==> src/hdl/fpg_regs.svh <==
`ifndef FPG_REGS_SVH
`define FPG_REGS_SVH
// Word addresses (Avalon word addressing)
`define FPG_ADDR_CONFIG   3'h0
`define FPG_ADDR_PHASE    3'h1
`define FPG_ADDR_CLKDIV   3'h2
`define FPG_ADDR_COMMAND  3'h3
`define FPG_ADDR_STATUS   3'h4
// Config fields
`define FPG_CFG_COUNT_LSB  0
`define FPG_CFG_COUNT_MSB  6
`define FPG_CFG_START_SEL  8
`define FPG_CFG_IDLE_SEL   9
`define FPG_CFG_RPT_LSB    24
`define FPG_CFG_RPT_MSB    26
`define FPG_CFG_DITHER_DIS 27
`define FPG_CFG_DRV_LSB    29
`define FPG_CFG_DRV_MSB    31
`define FPG_DRV_BOTH_BIT   2
`define FPG_DRV_UP_BIT     1
`define FPG_DRV_DOWN_BIT   0
// Clock divider fields
`define FPG_DIV_HS_LSB     0
`define FPG_DIV_HS_MSB     1
`define FPG_DIV_FIRE_LSB   4
`define FPG_DIV_FIRE_MSB   7
// Command and status
`define FPG_CMD_START_BIT  0
`define FPG_STS_BUSY_BIT   0
`define FPG_STS_ERR_BIT    1
// Reset values and phase mask count limit
`define FPG_CONFIG_RST     32'h0000_0000
`define FPG_PHASE_RST      16'h0000
`define FPG_HSDIV_RST      2'h0
`define FPG_FIREDIV_RST    4'h1
`define FPG_MAX_MASKED     7'h0f
// Reference accumulator step, in half clock cycles
`define FPG_HALF_STEP      8'h02
`define FPG_UNMAPPED_DATA  32'h0000_0000
`endif

==> src/hdl/fpg_pkg.sv <==
`default_nettype none
package fpg_pkg;
  typedef enum logic [1:0] {
    FPG_IDLE = 2'b00,
    FPG_HIGH = 2'b01,
    FPG_LOW  = 2'b11
  } fpg_state_t;
endpackage
`default_nettype wire

==> src/hdl/fpg_tick_if.sv <==
`default_nettype none
interface fpg_tick_if;
  logic [1:0] hs_div;
  logic [3:0] fire_div;
  logic       run;
  logic       dither_en;
  logic       tick;
  modport gen  (input hs_div, fire_div, run, dither_en, output tick);
  modport user (output hs_div, fire_div, run, dither_en, input tick);
endinterface
`default_nettype wire

==> src/hdl/fpg_tick_gen.sv <==
`include "fpg_regs.svh"
`default_nettype none
module fpg_tick_gen (
  input  wire logic clk,
  input  wire logic reset_n,
  fpg_tick_if.gen   tif
);
  // ==========================================================
  // Reference tick: base clock doubled, over fire divider plus one and over 2^hs_div
  logic [7:0] len2;
  logic [7:0] acc_reg;
  logic [7:0] acc_sum;
  logic [7:0] lfsr_reg;
  logic       stall_reg;
  logic       ref_tick;

  // Period in half clock cycles: (div + 1) * 2^hs_div
  // Odd lengths alternate long and short phases, exact on average
  assign len2     = ({4'h0, tif.fire_div} + 8'h01) << tif.hs_div;
  assign acc_sum  = acc_reg + `FPG_HALF_STEP;
  assign ref_tick = tif.run && !stall_reg && (acc_sum >= len2);
  assign tif.tick = ref_tick;

  always_ff @(posedge clk or negedge reset_n) begin
    if (!reset_n) begin
      acc_reg   <= 8'h00;
      lfsr_reg  <= 8'h01;
      stall_reg <= 1'b0;
    end else if (!tif.run) begin
      acc_reg   <= 8'h00;
      stall_reg <= 1'b0;
    end else if (stall_reg) begin
      stall_reg <= 1'b0;
    end else if (ref_tick) begin
      acc_reg   <= acc_sum - len2;
      lfsr_reg  <= {lfsr_reg[6:0], lfsr_reg[7] ^ lfsr_reg[5] ^ lfsr_reg[4] ^ lfsr_reg[3]};
      stall_reg <= tif.dither_en & lfsr_reg[0];
    end else begin
      acc_reg <= acc_sum;
    end
  end
endmodule
`default_nettype wire

==> src/hdl/fpg_fire_pulse_gen.sv <==
`include "fpg_regs.svh"
`default_nettype none
module fpg_fire_pulse_gen #(
  parameter int COUNT_W = 7
) (
  input  wire logic        clk,
  input  wire logic        reset_n,
  input  wire logic [2:0]  avs_address,
  input  wire logic        avs_read,
  input  wire logic        avs_write,
  input  wire logic [31:0] avs_writedata,
  output logic      [31:0] avs_readdata,
  output logic             avs_waitrequest,
  output logic             fire_up_out,
  output logic             fire_up_oe,
  output logic             fire_down_out,
  output logic             fire_down_oe,
  output logic             tdc_start
);
  if (COUNT_W != 7) begin : g_bad_count_w
    $error("COUNT_W must be 7");
  end

  // ==========================================================
  // Registers and bus slave
  logic [31:0] config_reg;
  logic [15:0] phase_reg;
  logic [1:0]  hs_div_reg;
  logic [3:0]  fire_div_reg;
  logic        ack_reg;
  logic        div_err_reg;
  logic        busy_reg;
  logic        access;
  logic        wr_en;
  logic        start_cmd;
  logic [31:0] rd_mux;
  logic [31:0] status_word;

  assign access      = (avs_read || avs_write) && !ack_reg;
  // Write lands at the second edge, the one after the wait state, while waitrequest is low
  assign wr_en       = avs_write && ack_reg;
  assign start_cmd   = wr_en && (avs_address == `FPG_ADDR_COMMAND)
                       && avs_writedata[`FPG_CMD_START_BIT];
  assign status_word = {30'h0, div_err_reg, busy_reg};
  assign rd_mux = (avs_address == `FPG_ADDR_CONFIG) ? config_reg :
                  (avs_address == `FPG_ADDR_PHASE)  ? {16'h0, phase_reg} :
                  (avs_address == `FPG_ADDR_CLKDIV) ? {24'h0, fire_div_reg, 2'h0, hs_div_reg} :
                  (avs_address == `FPG_ADDR_STATUS) ? status_word : `FPG_UNMAPPED_DATA;

  always_ff @(posedge clk or negedge reset_n) begin
    if (!reset_n) begin
      ack_reg      <= 1'b0;
      avs_readdata <= 32'h0;
    end else begin
      ack_reg      <= access;
      avs_readdata <= rd_mux;
    end
  end
  // One wait state: answer at the second edge
  assign avs_waitrequest = !ack_reg;

  always_ff @(posedge clk or negedge reset_n) begin
    if (!reset_n) begin
      config_reg   <= `FPG_CONFIG_RST;
      phase_reg    <= `FPG_PHASE_RST;
      hs_div_reg   <= `FPG_HSDIV_RST;
      fire_div_reg <= `FPG_FIREDIV_RST;
    end else if (wr_en && avs_address == `FPG_ADDR_CONFIG) begin
      config_reg <= avs_writedata;
    end else if (wr_en && avs_address == `FPG_ADDR_PHASE) begin
      phase_reg <= avs_writedata[15:0];
    end else if (wr_en && avs_address == `FPG_ADDR_CLKDIV) begin
      hs_div_reg   <= avs_writedata[`FPG_DIV_HS_MSB:`FPG_DIV_HS_LSB];
      fire_div_reg <= avs_writedata[`FPG_DIV_FIRE_MSB:`FPG_DIV_FIRE_LSB];
    end
  end

  // ==========================================================
  // Field decode
  logic [6:0] cfg_count;
  logic [2:0] cfg_repeat;
  logic [2:0] cfg_drv;
  logic       cfg_idle_gnd;
  logic       cfg_start_sel;

  assign cfg_count     = config_reg[`FPG_CFG_COUNT_MSB:`FPG_CFG_COUNT_LSB];
  assign cfg_repeat    = config_reg[`FPG_CFG_RPT_MSB:`FPG_CFG_RPT_LSB];
  assign cfg_drv       = config_reg[`FPG_CFG_DRV_MSB:`FPG_CFG_DRV_LSB];
  assign cfg_idle_gnd  = config_reg[`FPG_CFG_IDLE_SEL];
  assign cfg_start_sel = config_reg[`FPG_CFG_START_SEL];

  // ==========================================================
  // Reference tick generator
  fpg_tick_if tif ();
  assign tif.hs_div    = hs_div_reg;
  assign tif.fire_div  = fire_div_reg;
  assign tif.run       = busy_reg;
  assign tif.dither_en = !config_reg[`FPG_CFG_DITHER_DIS];

  fpg_tick_gen u_tick (
    .clk     (clk),
    .reset_n (reset_n),
    .tif     (tif)
  );

  // ==========================================================
  // Burst sequencer
  fpg_pkg::fpg_state_t state_reg;
  fpg_pkg::fpg_state_t state_next;
  logic [6:0] pulse_reg;
  logic [2:0] rpt_reg;
  logic       phase_bit;
  logic       last_pulse;
  logic       start_ok;
  logic       level;

  assign start_ok   = start_cmd && !busy_reg && (cfg_count != 7'h00)
                      && (fire_div_reg != 4'h0);
  assign phase_bit  = (cfg_count <= `FPG_MAX_MASKED)
                      && phase_reg[pulse_reg[3:0]];
  assign last_pulse = (pulse_reg == cfg_count - 7'h01);

  always_comb begin
    state_next = state_reg;
    unique case (state_reg)
      fpg_pkg::FPG_IDLE: if (start_ok) state_next = fpg_pkg::FPG_HIGH;
      fpg_pkg::FPG_HIGH: if (tif.tick) state_next = fpg_pkg::FPG_LOW;
      fpg_pkg::FPG_LOW: begin
        if (tif.tick && last_pulse && rpt_reg == 3'h0) begin
          state_next = fpg_pkg::FPG_IDLE;
        end else if (tif.tick) begin
          state_next = fpg_pkg::FPG_HIGH;
        end
      end
      default: state_next = fpg_pkg::FPG_IDLE;
    endcase
  end

  always_ff @(posedge clk or negedge reset_n) begin
    if (!reset_n) begin
      state_reg <= fpg_pkg::FPG_IDLE;
      busy_reg  <= 1'b0;
      pulse_reg <= 7'h00;
      rpt_reg   <= 3'h0;
    end else begin
      state_reg <= state_next;
      if (start_ok) begin
        busy_reg  <= 1'b1;
        pulse_reg <= 7'h00;
        rpt_reg   <= cfg_repeat;
      end else if (state_reg == fpg_pkg::FPG_LOW && tif.tick) begin
        if (!last_pulse) begin
          pulse_reg <= pulse_reg + 7'h01;
        end else if (rpt_reg != 3'h0) begin
          pulse_reg <= 7'h00;
          rpt_reg   <= rpt_reg - 3'h1;
        end else begin
          busy_reg <= 1'b0;
        end
      end
    end
  end

  always_ff @(posedge clk or negedge reset_n) begin
    if (!reset_n) div_err_reg <= 1'b0;
    else if (start_cmd && fire_div_reg == 4'h0) div_err_reg <= 1'b1;
    else if (start_ok) div_err_reg <= 1'b0;
  end

  // ==========================================================
  // Output drivers
  logic up_en;
  logic dn_en;
  logic active;
  logic up_level;
  logic dn_level;

  assign active   = (state_reg == fpg_pkg::FPG_HIGH) || (state_reg == fpg_pkg::FPG_LOW);
  assign level    = (state_reg == fpg_pkg::FPG_HIGH) ^ phase_bit;
  assign up_en    = cfg_drv[`FPG_DRV_BOTH_BIT] || cfg_drv[`FPG_DRV_UP_BIT];
  assign dn_en    = cfg_drv[`FPG_DRV_BOTH_BIT] || cfg_drv[`FPG_DRV_DOWN_BIT];
  assign up_level = active && up_en && level;
  assign dn_level = active && dn_en && (cfg_drv[`FPG_DRV_BOTH_BIT] ? !level : level);

  always_ff @(posedge clk or negedge reset_n) begin
    if (!reset_n) begin
      fire_up_out   <= 1'b0;
      fire_down_out <= 1'b0;
      fire_up_oe    <= 1'b0;
      fire_down_oe  <= 1'b0;
      tdc_start     <= 1'b0;
    end else begin
      fire_up_out   <= up_level;
      fire_down_out <= dn_level;
      fire_up_oe    <= (active && up_en) || cfg_idle_gnd;
      fire_down_oe  <= (active && dn_en) || cfg_idle_gnd;
      tdc_start     <= cfg_start_sel && start_ok;
    end
  end

  // ==========================================================
  // Checks
  a_zero_count_idle: assert property (@(posedge clk) disable iff (!reset_n)
    (start_cmd && cfg_count == 7'h00) |=> !busy_reg)
    else $error("burst started with zero count");
  a_idle_ground_drive: assert property (@(posedge clk) disable iff (!reset_n)
    (!active && cfg_idle_gnd) |=> (fire_up_oe && !fire_up_out))
    else $error("idle not driven to ground");
  a_start_routed: assert property (@(posedge clk) disable iff (!reset_n)
    (start_ok && cfg_start_sel) |=> tdc_start)
    else $error("start not routed");
  a_start_only_cmd: assert property (@(posedge clk) disable iff (!reset_n)
    ($rose(busy_reg)) |-> $past(start_cmd))
    else $error("burst without command");
  a_both_inverted: assert property (@(posedge clk) disable iff (!reset_n)
    (active && cfg_drv[`FPG_DRV_BOTH_BIT]) |=> (fire_down_out != fire_up_out))
    else $error("down not inverted");
  a_high_needs_tick: assert property (@(posedge clk) disable iff (!reset_n)
    (state_reg == fpg_pkg::FPG_HIGH && !tif.tick) |=> state_reg == fpg_pkg::FPG_HIGH)
    else $error("high phase left early");
  a_done_to_idle: assert property (@(posedge clk) disable iff (!reset_n)
    $fell(busy_reg) |-> state_reg == fpg_pkg::FPG_IDLE)
    else $error("not idle after burst");
  a_repeat_loaded: assert property (@(posedge clk) disable iff (!reset_n)
    start_ok |=> rpt_reg == $past(cfg_repeat))
    else $error("repeat not loaded");
  a_low_needs_tick: assert property (@(posedge clk) disable iff (!reset_n)
    (state_reg == fpg_pkg::FPG_LOW && !tif.tick) |=> state_reg == fpg_pkg::FPG_LOW)
    else $error("low phase left early");
  a_idle_hiz_release: assert property (@(posedge clk) disable iff (!reset_n)
    (!active && !cfg_idle_gnd) |=> (!fire_up_oe && !fire_down_oe))
    else $error("idle driver not released");
  a_phase_first_half: assert property (@(posedge clk) disable iff (!reset_n)
    (state_reg == fpg_pkg::FPG_HIGH && up_en && cfg_count <= `FPG_MAX_MASKED)
    |=> fire_up_out == !$past(phase_reg[pulse_reg[3:0]]))
    else $error("pulse phase wrong");
endmodule
`default_nettype wire

==> config.mk <==
export PLATFORM = sky130hd
export DESIGN_NAME = fpg_fire_pulse_gen
export DESIGN_NICKNAME = d
export VERILOG_FILES = /design/src/hdl/fpg_pkg.sv /design/src/hdl/fpg_tick_if.sv /design/src/hdl/fpg_tick_gen.sv /design/src/hdl/fpg_fire_pulse_gen.sv
export VERILOG_INCLUDE_DIRS = /design/src /design/src/hdl
export SDC_FILE = /design/constraint.sdc
export NUM_CORES = 1
export LEC_CHECK = 0
export ABC_AREA = 0
export BUFFER_PORTS_ARGS = -buffer_cell sky130_fd_sc_hd__buf_2
export CORE_MARGIN = 2
export CORE_UTILIZATION = 54
export CTS_BUF_LIST = sky130_fd_sc_hd__clkbuf_2 sky130_fd_sc_hd__clkbuf_4 sky130_fd_sc_hd__clkbuf_8
export DETAILED_ROUTE_END_ITERATION = 8
export PLACE_DENSITY = 0.78
export SYNTH_ARGS = -nofsm -noshare
export SYNTH_HDL_FRONTEND = slang
export SYNTH_SLANG_ARGS = --single-unit
export TNS_END_PERCENT = 30
==> constraint.sdc <==
create_clock -name clk -period 3.3 [get_ports clk]
set_input_delay 0.33 -clock clk [delete_from_list [all_inputs] [get_ports clk]]
set_output_delay 0.33 -clock clk [all_outputs]
set_load 0.01 [all_outputs]
==> run metrics <==
most used flip-flop cell after synthesis dfrtp_1; FF-to-FF Start fire_div_reg[0]; unrepaired setup endpoints after global routing true; antenna violations before repair 0; post-synth top area cell dfrtp_1; Synth Area in Adders approximately 3.6%; Root Driver clkbuf_8; Post-synth EDFFs 0; largest net degree at the start of global routing approximately 100; # DRC 0; syn avg cell area approximately 11 sq um; HP Start avs_read; Synth async-reset ratio 100%; path depth of the worst reg2reg path 16; sequential share of the synthesized area between 50% and 60%; Vias/cell between 5 and 6; Hold Vio Cnt, Final 0; io pins 77; Worst Hold Depth 3; total track usage 23.0%; CTS tree built; Reg clk slew, reported paths 0.07 ns; Fmax roughly 320 MHz; Die Height about 110 um; compound-cell area share of the yosys netlist 9.20%; Final period util a little over nine tenths; Min-Delay Path Class in -> reg; wire per inst between 15 and 20 um; DP Worst Slack approximately 0.010 ns; syn_nets approximately 600; crit-path max FO 8; GPL Wtd Cong roughly 0.92; Area growth, synth to finish 17.9%; main combinational cell family by area after synthesis multiplexers; Power Density roughly 850 mW/mm^2; Synth Area in Simple Gates a little over an eighth; final worst path period need 3.15 ns; FILL cells 872; cts bufs inserted 17; share of cells above drive strength 1 approximately 32%; Ys Warns 0; TritonRoute pass-1 iters 4; worst hold path endpoint ack_reg; Critical Path AT 3.47 ns; final worst clock skew between 0.01 and 0.015 ns; reg-to-reg slack, setup 0.15 ns; core area around 0.011 sq mm; cells after synthesis approximately 550; FF+latch count, synth roughly 120; fin. max-slew vios 0; Clk Latency, worst-skew pair between 0.4 and 0.5 ns; Leak about 3.4 nW; CP startpoint kind flop; Final setup viols 0; CTS max path bufs 2; Antenna Diode Count 0; worst setup margin ~0.15 ns; vias in the first global route about 4.5k; gr ovfl total 0; Die ar. between 0.01 and 0.015 sq mm; H-tree levels 4; Slew HR between 60% and 70%; Iter 0 DRT Violations about 170; WP data required 3.62 ns; CTS sink cnt ~120; Final Net Count about 700; total wire length roughly 13000 um; worst slew pin tran around 0.59 ns; Final Power roughly 0.0061 W; mux contribution to synthesized area 15.5%; top cell type's share of synthesized area around 50%; post-DP HPWL 8950 um; routed vias 4348; port bufs 76; post-synthesis xor/xnor area fraction under 10%; Hold Slack about 0.11 ns; Core Rows 38; end of the worst register-to-register path u_tick.acc_reg[6]; kind of critical path reg -> reg; post-synth design cell area 0.00608 sq mm; Peak VDD IR 0.000476 V; outcome complete, no violations; Synth area leaders dfrtp_1 50%, mux2_2 11%, ha_1 3.3%; CP Capture Type flop; Yosys cell types 56; Routed Antenna Nets 0; max_cap viols 0; initial core utilization a little under three fifths; Die X 110 um; first-pass GRT wire length about 21000 um
placed cells by master, fill, tap and decap left out, drive strengths merged, types with 16 or more instances in the layout:
| cell type | instances |
|---|---|
| inv | 22 |
| clkbuf | 21 |
| o21ai | 26 |
| nand2 | 36 |
| ha | 16 |
| dfrtp | 121 |
| xnor2 | 20 |
| a21oi | 36 |
| nor2 | 48 |
| mux2 | 57 |
| and2 | 23 |
| buf | 94 |
| mux2i | 20 |
logic make-up (layout without fill, tap and decap cells):
kind of cell,Yosys count,after routing
XOR/XNOR,28,28
adder cells (fa/ha/maj),17,17
AO/OA/AOI/OAI,86,86
multiplexers,81,81
AND/OR/NAND/NOR,165,165
buffers and inverters,47,149
flip-flops,123,123
synthesized netlist by cell type, types with 2 or more instances:
| cell type | count |
|---|---|
| dfrtp_1 | 121 |
| mux2_2 | 57 |
| nor2_1 | 48 |
| a21oi_1 | 36 |
| nand2_1 | 36 |
| o21ai_0 | 25 |
| and2_1 | 23 |
| inv_1 | 20 |
| mux2i_1 | 20 |
| xnor2_1 | 20 |
| ha_1 | 16 |
| nand3_1 | 13 |
| nor3_1 | 13 |
| clkbuf_1 | 12 |
| buf_2 | 8 |
| nand2b_1 | 8 |
| xor2_1 | 7 |
| nor2b_1 | 6 |
| a211oi_1 | 4 |
| a31oi_1 | 3 |
| buf_6 | 3 |
| mux4_1 | 3 |
| nor3b_1 | 3 |
| a21boi_1 | 2 |
| and3_1 | 2 |
| buf_1 | 2 |
| dfstp_2 | 2 |
| nand4_1 | 2 |
| o311ai_2 | 2 |
| o31ai_1 | 2 |
| or2_2 | 2 |
| or3_1 | 2 |
worst max-delay path, cell delays in order (launching register included):
cell and delay [ns]:
dfstp_2 0.59, ha_4 0.18, xor2_2 0.17, nor2_1 0.07
a21oi_1 0.15, nor2b_1 0.15, a31oi_1 0.06, ha_1 0.37
nand2b_1 0.10, a21oi_2 0.06, buf_4 0.14, or2_2 0.30
a21oi_2 0.17, buf_6 0.15, buf_4 0.11, mux2i_1 0.16
a21oi_1 0.08
worst max-delay path by stage:
stage	from	endpoint	slack, ns	cells after the start
after detailed placement	fire_div_reg[0]	state_reg[1]	0.01	14
after CTS	fire_div_reg[0]	rpt_reg[2]	0.004	14
final	fire_div_reg[0]	u_tick.acc_reg[6]	0.15	16
after global placement	fire_div_reg[0]	state_reg[1]	0.15	14
after global routing	fire_div_reg[0]	u_tick.acc_reg[3]	-0.04	16
after floorplan	fire_div_reg[0]	u_tick.acc_reg[2]	0.15	14
per-stage QoR:
| stage | std cells | util, % | TNS, ns | instance area, sq um |
|---|---|---|---|---|
| detailed placement | 752 | 60.7 | 0 | 6640 |
| CTS | 785 | 64.7 | 0 | 7080 |
| finish | 789 | 65.6 | 0 | 7170 |
| global route | 789 | 65.6 | -0.132 | 7170 |
| floorplan | 547 | - | 0 | 6080 |
| global placement | 752 | 60.7 | 0 | 6640 |
where the power goes:
group / leakage, nW / switching [W] / internal, W
registers: 1.51 / 0.000300 / 0.00187
logic: 1.72 / 0.00126 / 0.00127
clock network: 0.202 / 0.000605 / 0.000801
layer usage:
layer	up-vias	part of all wire [%]	track usage [%]
met1	2119	43	27.7
li1	2076	-	-
met5	-	0	0
met2	116	49	38.3
met4	0	2.8	10.2
met3	37	5.2	6.76
cell type report:
type                    count  area [sq um]  area share (%)
clock inverters            12           163            2.27
multi-input cells         377          2850            39.8
inverters                  21          78.8            1.10
repair buffers             96           552            7.69
flip-flops and latches    123          3080            43.0
clock buffers              20           269            3.75
well taps                 140           175            2.44
repair_timing:
item / in CTS / in global routing
gates cloned: 0 / 1
resized for setup: 1 / 13
buffers inserted: 0 / 3
pin swaps: 0 / 3
hold endpoints to repair: 19 / 0
setup endpoints to repair: 1 / 27
hold buffers: 1 / 0
Power figures use the tool's default switching activity.
